### src/logic/mode_ctl_pkg.sv
// Shared constants and types for the legacy mode control block
package mode_ctl_pkg;

  // Flags register layout
  localparam int          VM_BIT    = 17;
  localparam int          NT_BIT    = 14;
  localparam int          IO_PRIVILEGE_LEVEL_LO   = 12;
  localparam int          IO_PRIVILEGE_LEVEL_HI   = 13;
  localparam logic [31:0] VM_MASK   = 32'h0002_0000;
  localparam logic [31:0] NT_MASK   = 32'h0000_4000;
  localparam logic [31:0] FLAGS_RST = 32'h0000_0002;
  localparam logic [31:0] LOW_HALF  = 32'h0000_ffff;

  // Privilege levels
  localparam logic [1:0] PL_USER   = 2'h3;
  localparam logic [1:0] PL_KERNEL = 2'h0;

  // Exception vectors
  localparam logic [7:0] GP_VEC = 8'h0d;
  localparam logic [7:0] PF_VEC = 8'h0e;

  // Register byte addresses on the APB port
  localparam logic [7:0] REG_CTRL   = 8'h00;
  localparam logic [7:0] REG_STATUS = 8'h04;
  localparam logic [7:0] REG_FLAGS  = 8'h08;
  localparam logic [7:0] REG_FCOUNT = 8'h0c;

  // Field positions inside the control and status words
  localparam int CTRL_VME    = 0;
  localparam int STAT_COMPAT = 0;
  localparam int STAT_REAL   = 1;
  localparam int STAT_CPL_LO = 2;
  localparam int STAT_IO_PRIVILEGE_LEVEL_LO = 4;

  typedef enum logic [3:0] {
    other_instr,
    halt_instr,
    clear_interrupt_instr,
    set_interrupt_instr,
    push_flags_instr,
    pop_flags_instr,
    software_interrupt_instr,
    interrupt_return_instr,
    port_in_instr,
    port_out_instr,
    string_input_instr,
    string_output_instr
  } instr_t;

  typedef enum logic [1:0] {real_st, prot_st, compat_st} mode_t;

  // Legacy translation: base is the selector times sixteen
  function automatic logic [31:0] legacy_base(input logic [15:0] sel);
    return {12'h000, sel, 4'h0};
  endfunction : legacy_base

endpackage : mode_ctl_pkg

### src/logic/access_check.sv
// Instruction and port permission checks for the current mode
`timescale 1ns/100ps
module access_check (
  input  wire logic                  compat,
  input  wire logic [1:0]            io_privilege_level,
  input  wire logic [1:0]            current_privilege_level,
  input  wire logic                  instr_valid,
  input  wire mode_ctl_pkg::instr_t  instr_code,
  input  wire logic                  io_denied,
  input  wire logic                  page_absent,
  input  wire logic                  mode_extension_enable,
  input  wire logic                  redirect_ok,
  output wire logic                  gp_fault,
  output wire logic                  page_fault,
  output wire logic                  redirect
);

  wire logic io_privilege_level_sens;
  wire logic io_op;
  wire logic is_int;
  wire logic int_redir;
  wire logic sens_gp;
  wire logic halt_gp;
  wire logic io_gp;

  // Instruction classes
  assign io_privilege_level_sens = instr_code inside {mode_ctl_pkg::clear_interrupt_instr,
                     mode_ctl_pkg::set_interrupt_instr, mode_ctl_pkg::push_flags_instr,
                     mode_ctl_pkg::pop_flags_instr, mode_ctl_pkg::software_interrupt_instr,
                     mode_ctl_pkg::interrupt_return_instr};
  assign io_op     = instr_code inside {mode_ctl_pkg::port_in_instr,
                     mode_ctl_pkg::port_out_instr, mode_ctl_pkg::string_input_instr,
                     mode_ctl_pkg::string_output_instr};
  assign is_int    = instr_code == mode_ctl_pkg::software_interrupt_instr;

  // Redirected software interrupts stay in compatibility mode
  assign int_redir = compat & is_int & mode_extension_enable & redirect_ok;
  assign sens_gp   = compat & io_privilege_level_sens & (io_privilege_level != mode_ctl_pkg::PL_USER) & ~int_redir;
  assign halt_gp   = compat & (instr_code == mode_ctl_pkg::halt_instr);
  // Bitmap always consulted in compat; privilege bypass only outside it
  assign io_gp     = io_op & io_denied & (compat | (current_privilege_level > io_privilege_level));

  assign gp_fault   = instr_valid & (sens_gp | halt_gp | io_gp);
  assign page_fault = instr_valid & compat & page_absent & ~gp_fault;
  assign redirect   = instr_valid & int_redir & ~gp_fault;

endmodule : access_check

### src/logic/legacy_mode_ctl.sv
// Legacy compatibility mode entry, exit and permission control
`timescale 1ns/100ps
module legacy_mode_ctl (
  input  wire logic                  sys_clk,
  input  wire logic                  sys_rst,
  // APB slave
  input  wire logic                  psel,
  input  wire logic                  penable,
  input  wire logic                  pwrite,
  input  wire logic [7:0]            paddr,
  input  wire logic [31:0]           pwdata,
  output logic      [31:0]           prdata,
  output wire logic                  pready,
  output wire logic                  pslverr,
  // Pin and core events
  input  wire logic                  warm_restart_pin,
  input  wire logic                  prot_enable,
  input  wire logic                  task_switch,
  input  wire logic [31:0]           tss_flags,
  input  wire logic                  tss_wide,
  input  wire logic                  interrupt_return_instr_exec,
  input  wire logic [31:0]           stack_flags,
  input  wire logic                  pop_flags_wr,
  input  wire logic [31:0]           pop_flags_val,
  input  wire logic                  event_take,
  input  wire logic [7:0]            event_vector,
  input  wire logic                  seg_load,
  input  wire logic [15:0]           seg_selector,
  input  wire logic [31:0]           desc_base,
  input  wire logic [1:0]            prot_cpl,
  input  wire logic                  instr_valid,
  input  wire mode_ctl_pkg::instr_t  instr_code,
  input  wire logic                  io_denied,
  input  wire logic                  page_absent,
  input  wire logic                  redirect_ok,
  // Results
  output wire logic                  compat_mode,
  output wire logic                  real_mode,
  output wire logic [1:0]            current_privilege_level,
  output logic      [31:0]           seg_base,
  output logic                       dispatch_req,
  output logic      [7:0]            dispatch_vector,
  output logic                       redirect_req
);

  ////////////////////////////////////////////////////////////////////////////////
  // State

  mode_ctl_pkg::mode_t mode_ff;
  mode_ctl_pkg::mode_t nxt_mode;
  logic [31:0]         flags_ff;
  logic [31:0]         nxt_flags;
  logic                vme_ff;
  logic [15:0]         fcount_ff;
  logic                pin_s1_ff;
  logic                pin_s2_ff;
  logic                pin_s3_ff;
  logic                pin_lvl_ff;

  wire logic       gp_fault;
  wire logic       page_fault;
  wire logic       redirect;
  wire logic       warm_edge;
  wire logic       take;
  wire logic       interrupt_return_instr_ok;
  wire logic       pop_ok;
  wire logic       switch_ok;
  wire logic [31:0] tss_image;
  wire logic [31:0] pop_image;
  wire logic       nxt_vm;
  wire logic [1:0] io_privilege_level;

  ////////////////////////////////////////////////////////////////////////////////
  // Warm restart pin: three stages, a change counts once stages two and three agree

  always_ff @(posedge sys_clk) begin
    if (sys_rst) begin
      pin_s1_ff  <= 1'b0;
      pin_s2_ff  <= 1'b0;
      pin_s3_ff  <= 1'b0;
      pin_lvl_ff <= 1'b0;
    end else begin
      pin_s1_ff <= warm_restart_pin;
      pin_s2_ff <= pin_s1_ff;
      pin_s3_ff <= pin_s2_ff;
      if (pin_s2_ff == pin_s3_ff) begin
        pin_lvl_ff <= pin_s3_ff;
      end
    end
  end

  assign warm_edge = (pin_s2_ff == pin_s3_ff) & pin_s3_ff & ~pin_lvl_ff;

  ////////////////////////////////////////////////////////////////////////////////
  // Single compatibility indication and derived privilege

  assign compat_mode = mode_ff == mode_ctl_pkg::compat_st;
  assign real_mode   = mode_ff == mode_ctl_pkg::real_st;
  assign io_privilege_level        = flags_ff[mode_ctl_pkg::IO_PRIVILEGE_LEVEL_HI:mode_ctl_pkg::IO_PRIVILEGE_LEVEL_LO];
  // Compat code is always user level; real mode has no rings
  assign current_privilege_level = compat_mode ? mode_ctl_pkg::PL_USER :
               (real_mode ? mode_ctl_pkg::PL_KERNEL : prot_cpl);

  access_check u_check (
    .compat      (compat_mode),
    .io_privilege_level        (io_privilege_level),
    .current_privilege_level         (current_privilege_level),
    .instr_valid (instr_valid),
    .instr_code  (instr_code),
    .io_denied   (io_denied),
    .page_absent (page_absent),
    .mode_extension_enable         (vme_ff),
    .redirect_ok (redirect_ok),
    .gp_fault    (gp_fault),
    .page_fault  (page_fault),
    .redirect    (redirect)
  );

  ////////////////////////////////////////////////////////////////////////////////
  // Flags image selection

  // Any fault or external event leaves the mode; apart from a warm restart nothing else may
  assign take      = gp_fault | page_fault | event_take;
  // Task switches are refused from inside compat mode: exit is by event first
  assign switch_ok = task_switch & ~compat_mode;
  assign interrupt_return_instr_ok   = interrupt_return_instr_exec & ~gp_fault;
  assign pop_ok    = pop_flags_wr & ~gp_fault;
  // Narrow segment carries no upper word, so the mode flag reads as zero
  assign tss_image = tss_wide ? tss_flags : (tss_flags & mode_ctl_pkg::LOW_HALF);
  // Pop keeps the live mode flag whatever the image says
  assign pop_image = (pop_flags_val & ~mode_ctl_pkg::VM_MASK) |
                     (flags_ff & mode_ctl_pkg::VM_MASK);

  // Priority: restart, event, task switch, return, pop
  always_comb begin
    nxt_flags = flags_ff;
    if (warm_edge) begin
      nxt_flags = mode_ctl_pkg::FLAGS_RST;
    end else if (take) begin
      nxt_flags = flags_ff & ~(mode_ctl_pkg::VM_MASK | mode_ctl_pkg::NT_MASK);
    end else if (switch_ok) begin
      nxt_flags = tss_image;
    end else if (interrupt_return_instr_ok) begin
      if (compat_mode) begin
        nxt_flags = (stack_flags & ~mode_ctl_pkg::VM_MASK) |
                    (flags_ff & mode_ctl_pkg::VM_MASK);
      end else if (flags_ff[mode_ctl_pkg::NT_BIT]) begin
        nxt_flags = tss_image;
      end else begin
        nxt_flags = stack_flags;
      end
    end else if (pop_ok) begin
      nxt_flags = pop_image;
    end
  end

  assign nxt_vm = nxt_flags[mode_ctl_pkg::VM_BIT];

  // Mode follows the new flag; real mode only left by the enable strobe
  always_comb begin
    nxt_mode = mode_ff;
    unique case (mode_ff)
      mode_ctl_pkg::real_st: begin
        if (prot_enable & ~warm_edge) begin
          nxt_mode = mode_ctl_pkg::prot_st;
        end
      end
      mode_ctl_pkg::prot_st, mode_ctl_pkg::compat_st: begin
        if (warm_edge) begin
          nxt_mode = mode_ctl_pkg::real_st;
        end else if (nxt_vm) begin
          nxt_mode = mode_ctl_pkg::compat_st;
        end else begin
          nxt_mode = mode_ctl_pkg::prot_st;
        end
      end
    endcase
  end

  // Flags and mode registers
  always_ff @(posedge sys_clk) begin
    if (sys_rst) begin
      flags_ff <= mode_ctl_pkg::FLAGS_RST;
      mode_ff  <= mode_ctl_pkg::real_st;
    end else begin
      flags_ff <= nxt_flags;
      mode_ff  <= nxt_mode;
    end
  end

  ////////////////////////////////////////////////////////////////////////////////
  // Segment base: uses the flag value being loaded this cycle

  always_ff @(posedge sys_clk) begin
    if (sys_rst) begin
      seg_base <= '0;
    end else if (seg_load) begin
      seg_base <= (nxt_vm & (nxt_mode == mode_ctl_pkg::compat_st)) ?
                  mode_ctl_pkg::legacy_base(seg_selector) : desc_base;
    end
  end

  ////////////////////////////////////////////////////////////////////////////////
  // Dispatch to the descriptor table; own faults win over external events

  always_ff @(posedge sys_clk) begin
    if (sys_rst) begin
      dispatch_req    <= 1'b0;
      dispatch_vector <= '0;
      redirect_req    <= 1'b0;
    end else begin
      dispatch_req <= take & ~warm_edge;
      redirect_req <= redirect & ~warm_edge & ~event_take;
      if (gp_fault) begin
        dispatch_vector <= mode_ctl_pkg::GP_VEC;
      end else if (page_fault) begin
        dispatch_vector <= mode_ctl_pkg::PF_VEC;
      end else if (event_take) begin
        dispatch_vector <= event_vector;
      end
    end
  end

  ////////////////////////////////////////////////////////////////////////////////
  // APB slave: zero wait states, read data captured in the setup cycle

  wire logic setup;
  wire logic wr_acc;
  wire logic hit;
  wire logic [31:0] status_word;
  logic [31:0] rd_mux;

  assign setup   = psel & ~penable;
  assign wr_acc  = psel & penable & pwrite;
  assign hit     = paddr inside {mode_ctl_pkg::REG_CTRL, mode_ctl_pkg::REG_STATUS,
                                 mode_ctl_pkg::REG_FLAGS, mode_ctl_pkg::REG_FCOUNT};
  assign pready  = 1'b1;
  assign pslverr = psel & penable & ~hit;
  assign status_word = ({31'h0, compat_mode} << mode_ctl_pkg::STAT_COMPAT) |
                       ({31'h0, real_mode} << mode_ctl_pkg::STAT_REAL) |
                       ({30'h0, current_privilege_level} << mode_ctl_pkg::STAT_CPL_LO) |
                       ({30'h0, io_privilege_level} << mode_ctl_pkg::STAT_IO_PRIVILEGE_LEVEL_LO);

  // Read selection
  always_comb begin
    unique case (paddr)
      mode_ctl_pkg::REG_CTRL:   rd_mux = {31'h0, vme_ff} << mode_ctl_pkg::CTRL_VME;
      mode_ctl_pkg::REG_STATUS: rd_mux = status_word;
      mode_ctl_pkg::REG_FLAGS:  rd_mux = flags_ff;
      mode_ctl_pkg::REG_FCOUNT: rd_mux = {16'h0, fcount_ff};
      default:                  rd_mux = '0;
    endcase
  end

  always_ff @(posedge sys_clk) begin
    if (sys_rst) begin
      prdata <= '0;
    end else if (setup & ~pwrite) begin
      prdata <= rd_mux;
    end
  end

  // Extension enable and fault counter; a new fault beats a software clear
  always_ff @(posedge sys_clk) begin
    if (sys_rst) begin
      vme_ff    <= 1'b0;
      fcount_ff <= '0;
    end else begin
      if (wr_acc & (paddr == mode_ctl_pkg::REG_CTRL)) begin
        vme_ff <= pwdata[mode_ctl_pkg::CTRL_VME];
      end
      if (gp_fault) begin
        fcount_ff <= (wr_acc & (paddr == mode_ctl_pkg::REG_FCOUNT)) ? 16'h0001 :
                     fcount_ff + 16'h0001;
      end else if (wr_acc & (paddr == mode_ctl_pkg::REG_FCOUNT)) begin
        fcount_ff <= '0;
      end
    end
  end

  wire logic quiet;
  assign quiet = ~warm_edge & ~take;
endmodule : legacy_mode_ctl

### config.mk
export PLATFORM = sky130hd
export DESIGN_NAME = legacy_mode_ctl
export DESIGN_NICKNAME = d
export VERILOG_FILES = /design/src/logic/mode_ctl_pkg.sv /design/src/logic/access_check.sv /design/src/logic/legacy_mode_ctl.sv
export SDC_FILE = /design/constraint.sdc
export NUM_CORES = 1
export LEC_CHECK = 0
export BUFFER_PORTS_ARGS = -buffer_cell sky130_fd_sc_hd__buf_4
export CAP_MARGIN = 25
export CORE_ASPECT_RATIO = 0.7
export CORE_MARGIN = 2
export CORE_UTILIZATION = 45
export CTS_CLUSTER_DIAMETER = 60
export DETAILED_ROUTE_END_ITERATION = 10
export PLACE_DENSITY_LB_ADDON = 0.1
export SETUP_SLACK_MARGIN = 0.2
export SKIP_LAST_GASP = 1
export SLEW_MARGIN = 25
export SYNTH_ARGS = -nofsm -noshare
export SYNTH_HDL_FRONTEND = slang
export SYNTH_SLANG_ARGS = --single-unit
export TNS_END_PERCENT = 50
### constraint.sdc
create_clock -name sys_clk -period 4 [get_ports sys_clk]
set_clock_uncertainty 0.2 [all_clocks]
set_input_delay 0 -clock sys_clk [delete_from_list [all_inputs] [get_ports sys_clk]]
set_output_delay 0 -clock sys_clk [all_outputs]
set_load 0.02 [all_outputs]
==> flow_metrics.tcl, run 1 <==
set metrics [dict create \
    place_ws_ns 0.5073 \
    outcome "complete, no violations" \
    postRouteAntennaNets 0 \
    synth.yosys.warnings 0 \
    routed_via_density 5.495 \
    cp.required_ns 4.14 \
    end_kind "register" \
    p_leak_uw 0.004569 \
    path_delay_family "compound AO/OA/AOI/OAI gates" \
    die_width_um 150.5 \
    first_iter_violations 588 \
    row_count 37 \
    grt_max_degree 78 \
    n_fill_cell 1133 \
    antenna_cells 0 \
    whs_ns 0.03885 \
    rsz0062_at_grt "no" \
    firstDrtPassIters 7 \
    syn_to_final_growth_pct 61.29 \
    min-delay-start "instr_valid" \
    synth_ff_type "dfxtp_1" \
    drive_gt1_share_pct 25.45 \
    grt_overflow_total 0 \
    p_per_area_nw_per_um2 330.7 \
    final-seq-area_um2 2582 \
    cts.htree.levels 4 \
    multi_input_area_um2 3721 \
    worst_pin_slew_ns 0.9231 \
    nets 1478 \
    netlist_instances 888 \
    synth.distinct_cells 56 \
    die_h_um 106.6 \
    final.min_clock_period_ns 3.504 \
    synth.avg_cell_area_um2 7.614 \
    synth_edf_count 0 \
    grt_antenna_before_repair 0 \
    io_buffers 261 \
    worstSetupPathType "register to register" \
    slew_viol_final 0 \
    worst_setup_path_start_kind "register" \
    ys_seq_elements 129 \
    cts_buffers 17 \
    post-route-period-util_pct 87.60 \
    utilization_pct 74.31 \
    yosysSeqAreaShare_pct 38.19 \
    final_cells 1464 \
    clock_latency_ns 0.41 \
    drcViolationCount 0 \
    cts_max_path_buffers 2 \
    relSlewSlack_pct 38.46 \
    async_flop_share_pct 0 \
    arrival_ns 3.64 \
    vias 8045 \
    crit_fanout 26 \
    routabilityCongestion 0.8029 \
    cts_sinks 129 \
    dp_hpwl_um 15310 \
    syn_nets 1109 \
    grt_pass1_wl_um 38630 \
    mostFrequentLayoutCells "buf_4 (280), dlygate4sd3_1 (155), dfxtp_1 (129)" \
    irDropWorstVdd_mv 0.2754 \
    cts_root_buffer "clkbuf_16" \
    critPathLaunch "mode_ff[0]" \
    final_common_cell "buf_4" \
    drt_wl_total_um 24380 \
    core_um2 14680 \
    postCtsSetupRepairBufs 0 \
    cp.buffers_inverters 2 \
    finalSetupViolations 0 \
    max_freq_mhz 285.4 \
    hold_viol 0 \
    slowest_delay_ns 0.58 \
    wl_per_cell_um 16.65 \
    worst_slack_ns 0.4960 \
    die_area_um2 16040 \
    grtUsageTotal_pct 29.89 \
    initial_core_util_pct 46.07 \
    synthesis.area_um2 6761 \
    grt_pass1_vias 8011 \
    fin_setup_tns_ns 0 \
    min_path_type "primary input to register" \
    crit_chain "nand2b_1, nand2_1, ha_1, nor2b_1, o211ai_2, o2111ai_4, buf_4, o221ai_1, nand3_1, dlygate4sd3_1, a21oi_1" \
    cap_violations 0 \
    ios 295 \
    tritoncts "yes" \
    worst_path_max_delay_cell "dlygate4sd3_1" \
    r2r-start "mode_ff[0]" \
    dp_cells 1278 \
    clkTransAtPathRegs_ns 0.06 \
]
## final timing paths
kind,end,slack (ns),cells past startpoint
setup reg to reg,flags_ff[27],0.50,11
hold reg to reg,pin_s2_ff,0.25,1
setup / recovery,flags_ff[27],0.50,11
hold / removal,fcount_ff[3],0.04,5
## metrics by stage
stage | power [uW] | cell area (um2)
detailed placement | 2038 | 8795
CTS | 3595 | 10890
floorplan | 1758 | 6761
finish | 3606 | 10910
global placement | 2028 | 8777
global route | 3748 | 10910
## cell families (layout without fill, tap and decap cells)
logic type | count (synthesis) | in the layout | share of synthesized area, %
other cells | 1 | 1 | 0.05546
buf+inv | 126 | 507 | 7.568
xor+xnor | 14 | 14 | 1.814
fa+ha+maj | 6 | 6 | 1.110
compound gates | 262 | 262 | 26.26
flops | 129 | 129 | 38.19
mux | 14 | 14 | 2.276
simple gates | 336 | 336 | 22.72
## report_power, final
group          switching, uW  total [uW]  internal (uW)  leakage [uW]
clock                    589        1440            848      0.000276
sequential              35.9        1380           1340       0.00105
combinational            388         791            403       0.00324
## worst min-delay path, stage by stage
cell	delay (ns)
buf_4	0.14
o311ai_1	0.08
buf_4	0.19
or3_1	0.12
a21oi_1	0.06
## synthesized netlist by cell type, types with 3 or more instances
library cell | count | share of area [%]
nand2b_1 | 22 | 2.0
o31a_1 | 17 | 2.2
o31ai_1 | 16 | 1.8
nand3_1 | 52 | 3.8
ha_1 | 6 | 1.1
mux2i_1 | 12 | 1.8
xnor2_1 | 12 | 1.6
nor4b_1 | 3 | 0.39
nand4_1 | 4 | 0.37
buf_1 | 5 | 0.28
and3_1 | 6 | 0.56
buf_2 | 4 | 0.30
nor2_1 | 82 | 4.6
o311ai_0 | 16 | 2.1
or3_1 | 5 | 0.46
o21ai_0 | 22 | 1.6
buf_6 | 4 | 0.67
nor2b_1 | 9 | 0.83
a22oi_1 | 16 | 1.8
dfxtp_1 | 129 | 38
nand2_1 | 124 | 6.9
nor4_1 | 11 | 1.0
o221ai_1 | 29 | 3.8
a211oi_1 | 16 | 1.8
nor3_1 | 8 | 0.59
inv_1 | 40 | 2.2
a22o_1 | 13 | 1.7
a21oi_1 | 101 | 7.5
clkbuf_1 | 72 | 4.0
## flip-flops by register name, summed over array words and instances (netlist names)
register and flops:
flags_ff 32, prdata 32, seg_base 32, fcount_ff 16
dispatch_vector 8, mode_ff 2, dispatch_req 1, pin_lvl_ff 1
pin_s1_ff 1, pin_s2_ff 1, pin_s3_ff 1, redirect_req 1
vme_ff 1
## per-layer routing
layer	GRT usage [%]	share of wire, %
met5	0	0
met4	9.569	2.5
met2	51.01	49
met3	6.524	6.7
met1	37.50	42
## cell type report
cell class / instances / area share (%)
Multi-Input combinational cell: 633 / 34.12
Timing Repair Buffer: 436 / 33.60
Sequential cell: 129 / 23.68
Clock buffer: 17 / 3.901
Tap cell: 195 / 2.237
Inverter: 40 / 1.377
Clock inverter: 14 / 1.078
## what timing repair did
item	in CTS	in global routing
resized for setup	0	3
endpoints found under the setup margin	0	34
hold buffers	155	0
endpoints found under the hold margin	100	0
No activity file was read; power rests on OpenSTA's default activity.
==> inputs of run 2 (changes only) <==
--- a/config.mk
+++ b/config.mk
@@ -12,7 +12,7 @@
 export CORE_UTILIZATION = 45
 export CTS_CLUSTER_DIAMETER = 60
 export DETAILED_ROUTE_END_ITERATION = 10
-export PLACE_DENSITY_LB_ADDON = 0.1
+export PLACE_DENSITY = 0.87
 export SETUP_SLACK_MARGIN = 0.2
 export SKIP_LAST_GASP = 1
 export SLEW_MARGIN = 25
==> run 2 against run 1 <==
Compared with the run above: register-to-register slack got worse by 0.10 ns; hold slack improved by 0.0073 ns; sequential share of layout area shrank 0.19 points; combinational power increased by 2%; clock power rose by 11%; clock-buffer cell count did not move; critical path type unchanged; cell count up 0.27%; flip-flop and latch count is the same; wire length increased by 8.3%; total power is 5.3% higher; die area unchanged; maximum frequency fell by 2.8%.
==> flow_metrics.tcl, run 2 (same netlist as run 1, synthesis figures left out) <==
set metrics [dict create \
    outcome "complete, no violations" \
    die_h_um 106.6 \
    n_fill_cell 988 \
    worst_setup_path_start_kind "register" \
    first_iter_violations 860 \
    relSlewSlack_pct 30.90 \
    routed_via_density 5.804 \
    nets 1481 \
    postRouteAntennaNets 0 \
    cts_max_path_buffers 2 \
    routabilityCongestion 0.8590 \
    rrSetupSlack_ns 0.40 \
    hold_viol 0 \
    tritoncts "yes" \
    multi_input_area_um2 3707 \
    cp-endpoint "flags_ff[2]" \
    finalSetupViolations 0 \
    post-route-period-util_pct 90.11 \
    utilization_pct 74.90 \
    reg2regPathDepth 10 \
    p_leak_uw 0.004608 \
    grt_antenna_before_repair 0 \
    worst_pin_slew_ns 1.037 \
    grt_overflow_total 0 \
    critPathLaunch "mode_ff[0]" \
    final-seq-area_um2 2582 \
    drt_wl_total_um 26410 \
    clock_latency_ns 0.41 \
    initial_core_util_pct 46.07 \
    p_per_area_nw_per_um2 345.5 \
    clkTransAtPathRegs_ns 0.06 \
    min_path_type "primary input to register" \
    vias 8521 \
    end_kind "register" \
    arrival_ns 3.68 \
    die_area_um2 16040 \
    rsz0062_at_grt "no" \
    fin_setup_tns_ns 0 \
    top_regs "flags_ff x32, prdata x32, seg_base x32" \
    final.min_clock_period_ns 3.604 \
    drive_gt1_share_pct 25.08 \
    row_count 37 \
    final_common_cell "buf_4" \
    cp.required_ns 4.07 \
    postCtsSetupRepairBufs 0 \
    mostFrequentLayoutCells "buf_4 (277), dlygate4sd3_1 (162), dfxtp_1 (129)" \
    max_freq_mhz 277.4 \
    cts_buffers 17 \
    ios 295 \
    syn_to_final_growth_pct 62.56 \
    io_buffers 261 \
    cts.htree.levels 4 \
    r2r-start "mode_ff[0]" \
    cap_violations 0 \
    wl_per_cell_um 17.99 \
    crit_fanout 17 \
    grt_pass1_vias 8261 \
    die_width_um 150.5 \
    cts_root_buffer "clkbuf_16" \
    cts_sinks 129 \
    grt_max_degree 80 \
    dp_hpwl_um 15720 \
    worstSetupPathType "register to register" \
    firstDrtPassIters 8 \
    grtUsageTotal_pct 32.08 \
    slew_viol_final 0 \
    grt_pass1_wl_um 40900 \
    reg2reg_to "flags_ff[2]" \
    irDropWorstVdd_mv 0.2901 \
    core_um2 14680 \
    drcViolationCount 0 \
]
[run 2: cell types whose count changed in the layout (fill, tap and decap cells not counted), moves of 2 or more]
| cell | change |
|---|---|
| clkinv_2 | -5 |
| buf_4 | -3 |
| inv_6 | +4 |
| dlygate4sd3_1 | +7 |
| bufinv_16 | +2 |
[run 2: how the worst min path moves through the flow]
stage / start / endpoint / slack, ns / cells after the start
after CTS: instr_valid / fcount_ff[3] / 0.01 / 5
after global routing: instr_valid / fcount_ff[3] / 0.05 / 5
final: instr_valid / fcount_ff[3] / 0.05 / 5
after floorplan: warm_restart_pin / pin_s1_ff / -0.07 / 1
after global placement: warm_restart_pin / pin_s1_ff / 0.03 / 2
after detailed placement: warm_restart_pin / pin_s1_ff / 0.04 / 2
[run 2: repair_timing]
item,4_1_cts,5_1_grt
hold buffers,162,0
endpoints found under the setup margin,0,17
endpoints found under the hold margin,113,0
gates resized for setup,0,2
[run 2: per-layer routing]
layer | track usage (%) | routed length (um)
met3 | 7.639 | 2452
met5 | 0 | 0
met2 | 52.34 | 12280
met4 | 17.18 | 1261
met1 | 39.08 | 10410
[run 2: area by class of cell]
class,instances,share of cell area [%]
sequential,129,23.49
inverter,40,1.366
clock inverter,14,1.628
clock buffer,17,3.870
tap,195,2.220
multi-input combinational,633,33.73
timing repair buffer,439,33.67
antenna,1,0.02277
[run 2: worst max-delay path: stages (launching register included)]
cell and delay, ns:
dfxtp_1 0.35, inv_1 0.10, ha_1 0.49, nand2b_1 0.15, a2111o_1 0.39, o2111ai_4 0.46, buf_4 0.31, o21ai_0 0.10
o221ai_1 0.22, dlygate4sd3_1 0.62, a21oi_1 0.07
[run 2: metrics by stage]
step,setup slack (ns),total power (uW),hold slack (ns),area [um2],instances
3_3_place_gp,0.7472,2027,0.03015,8747,1274
6_report,0.3956,3797,0.04617,10990,1468
2_1_floorplan,1.103,1758,-0.07182,6761,888
5_1_grt,0.2040,3933,0.05402,10990,1467
4_1_cts,0.2759,3774,0.01289,10970,1467
3_5_place_dp,0.5931,2041,0.04018,8747,1274
[run 2: report_power, final]
part           internal [uW]  switching (uW)
clock network            989             615
registers               1340            42.7
logic                    404             405
total                   2730            1060
==> inputs of run 3 (changes only) <==
==> constraint.sdc (replaced) <==
create_clock -name sys_clk -period 4 [get_ports sys_clk]
set_clock_uncertainty 0.2 [all_clocks]
set_input_delay 0.6 -clock sys_clk [delete_from_list [all_inputs] [get_ports sys_clk]]
set_output_delay 0.6 -clock sys_clk [all_outputs]
set_load 0.02 [all_outputs]
==> run 3 against run 2 <==
Compared with the run above: global-route usage is 5.1 points lower; clock-buffer cell count stayed put; wire length is 16% lower; core utilization is 11 points lower; total power is 4.4% lower; register-to-register slack better by 0.10 ns; die area stayed put; critical path depth stayed put; first-iteration DRC count is 33% lower; cell count is 11% lower; critical path type unchanged.
==> flow_metrics.tcl, run 3 (same netlist as run 1, synthesis figures left out) <==
set metrics [dict create \
    worstSetupPathType "register to register" \
    core_um2 14680 \
    first_iter_violations 573 \
    antenna_cells 0 \
    met1_length_um 9458 \
    top_layer_used "met4" \
    postCtsSetupRepairBufs 0 \
    tritoncts "yes" \
    cts_sinks 129 \
    ios 295 \
    max_freq_mhz 285.7 \
    finalSetupViolations 0 \
    cts_max_path_buffers 2 \
    grtUsageTotal_pct 27.00 \
    min_path_type "primary input to register" \
    die_width_um 150.5 \
    post-route-period-util_pct 87.52 \
    drt_wl_total_um 22260 \
    wl_per_cell_um 17.01 \
    die_area_um2 16040 \
    dp_hpwl_um 15720 \
    final_common_cell "buf_4" \
    p_leak_uw 0.004015 \
    ctsHoldBuffers 0 \
    slew_viol_final 0 \
    end_kind "register" \
    initial_core_util_pct 46.07 \
    arrival_ns 3.56 \
    die_h_um 106.6 \
    syn_to_final_growth_pct 38.86 \
    outcome "complete, no violations" \
    row_count 37 \
    worst_pin_slew_ns 0.8326 \
    grt_antenna_before_repair 0 \
    drive_gt1_share_pct 28.93 \
    cts_resized 0 \
    routed_via_density 5.677 \
    irDropWorstVdd_mv 0.2549 \
    firstDrtPassIters 5 \
    drcViolationCount 0 \
    grt_pass1_vias 6751 \
    postRouteAntennaNets 0 \
    grt_pass1_wl_um 34470 \
    top_regs "flags_ff x32, prdata x32, seg_base x32" \
    rsz0062_at_grt "no" \
    cap_violations 0 \
    routabilityCongestion 0.9177 \
    cts_root_buffer "clkbuf_16" \
    p_per_area_nw_per_um2 386.6 \
    grt_max_degree 79 \
    relSlewSlack_pct 44.49 \
    cts_buffers 17 \
    met2_length_um 10050 \
    nets 1322 \
    vias 7425 \
    mostFrequentLayoutCells "buf_4 (280), dfxtp_1 (129), nand2_1 (123)" \
    io_buffers 261 \
    rrSetupSlack_ns 0.50 \
    hold_viol 0 \
    grt_overflow_total 0 \
    cp.required_ns 4.06 \
    worst_setup_path_start_kind "register" \
    final.min_clock_period_ns 3.501 \
    wl_met3_um 2233 \
    crit_fanout 51 \
    clkTransAtPathRegs_ns 0.06 \
    power_uw 3629 \
    fin_setup_tns_ns 0 \
    cts.htree.levels 4 \
    clock_latency_ns 0.41 \
]
[run 3: power breakdown]
part           leakage (uW)  switching [uW]  internal, uW
Clock              0.000292             618           988
Combinational       0.00267             353           287
Sequential          0.00105            41.5          1340
[run 3: cell type report]
cell class	count	area (um2)
clock buffer	17	425.4
clock inverter	14	182.7
fill	1299	5286
inverter	40	150.1
multi-input combinational	633	3702
sequential	129	2582
tap	195	244.0
timing repair buffer	280	2102
[run 3: critical path, stage by stage, from the launching register on]
cell and delay [ns]:
dfxtp_1 0.42, nand2b_1 0.24, a21boi_0 0.41, ha_1 0.23, nor2b_1 0.07, o211ai_2 0.28, o211ai_2 0.21, or3_1 0.40
buf_4 0.29, o311ai_0 0.46, a21oi_1 0.12
[run 3: final timing paths]
| kind | from | to | depth (start not counted) |
|---|---|---|---|
| worst max-delay path | mode_ff[0] | seg_base[21] | 10 |
| worst min-delay path | event_vector[6] | dispatch_vector[6] | 3 |
| worst max register to register | mode_ff[0] | seg_base[21] | 10 |
| worst min register to register | prdata[16] | prdata[16] | 2 |
[run 3: layer usage]
metal / global-route usage [%] / vias to the layer above
met4: 7.817 / 0
met2: 43.02 / 369
met3: 7.167 / 40
li1: - / 3585
met1: 35.89 / 3431
met5: 0 / -
[run 3: per-stage QoR]
step	instance area (um2)	util (%)	hold slack [ns]	instances	setup slack [ns]
3_3_place_gp	8770	59.76	0.2373	1277	0.6028
4_1_cts	9378	63.90	0.2132	1308	0.4979
2_1_floorplan	6761	-	0.2138	888	0.9513
5_1_grt	9389	63.98	0.2085	1308	0.2771
6_report	9389	63.98	0.2128	1308	0.4994
3_5_place_dp	8770	59.76	0.2439	1277	0.4840
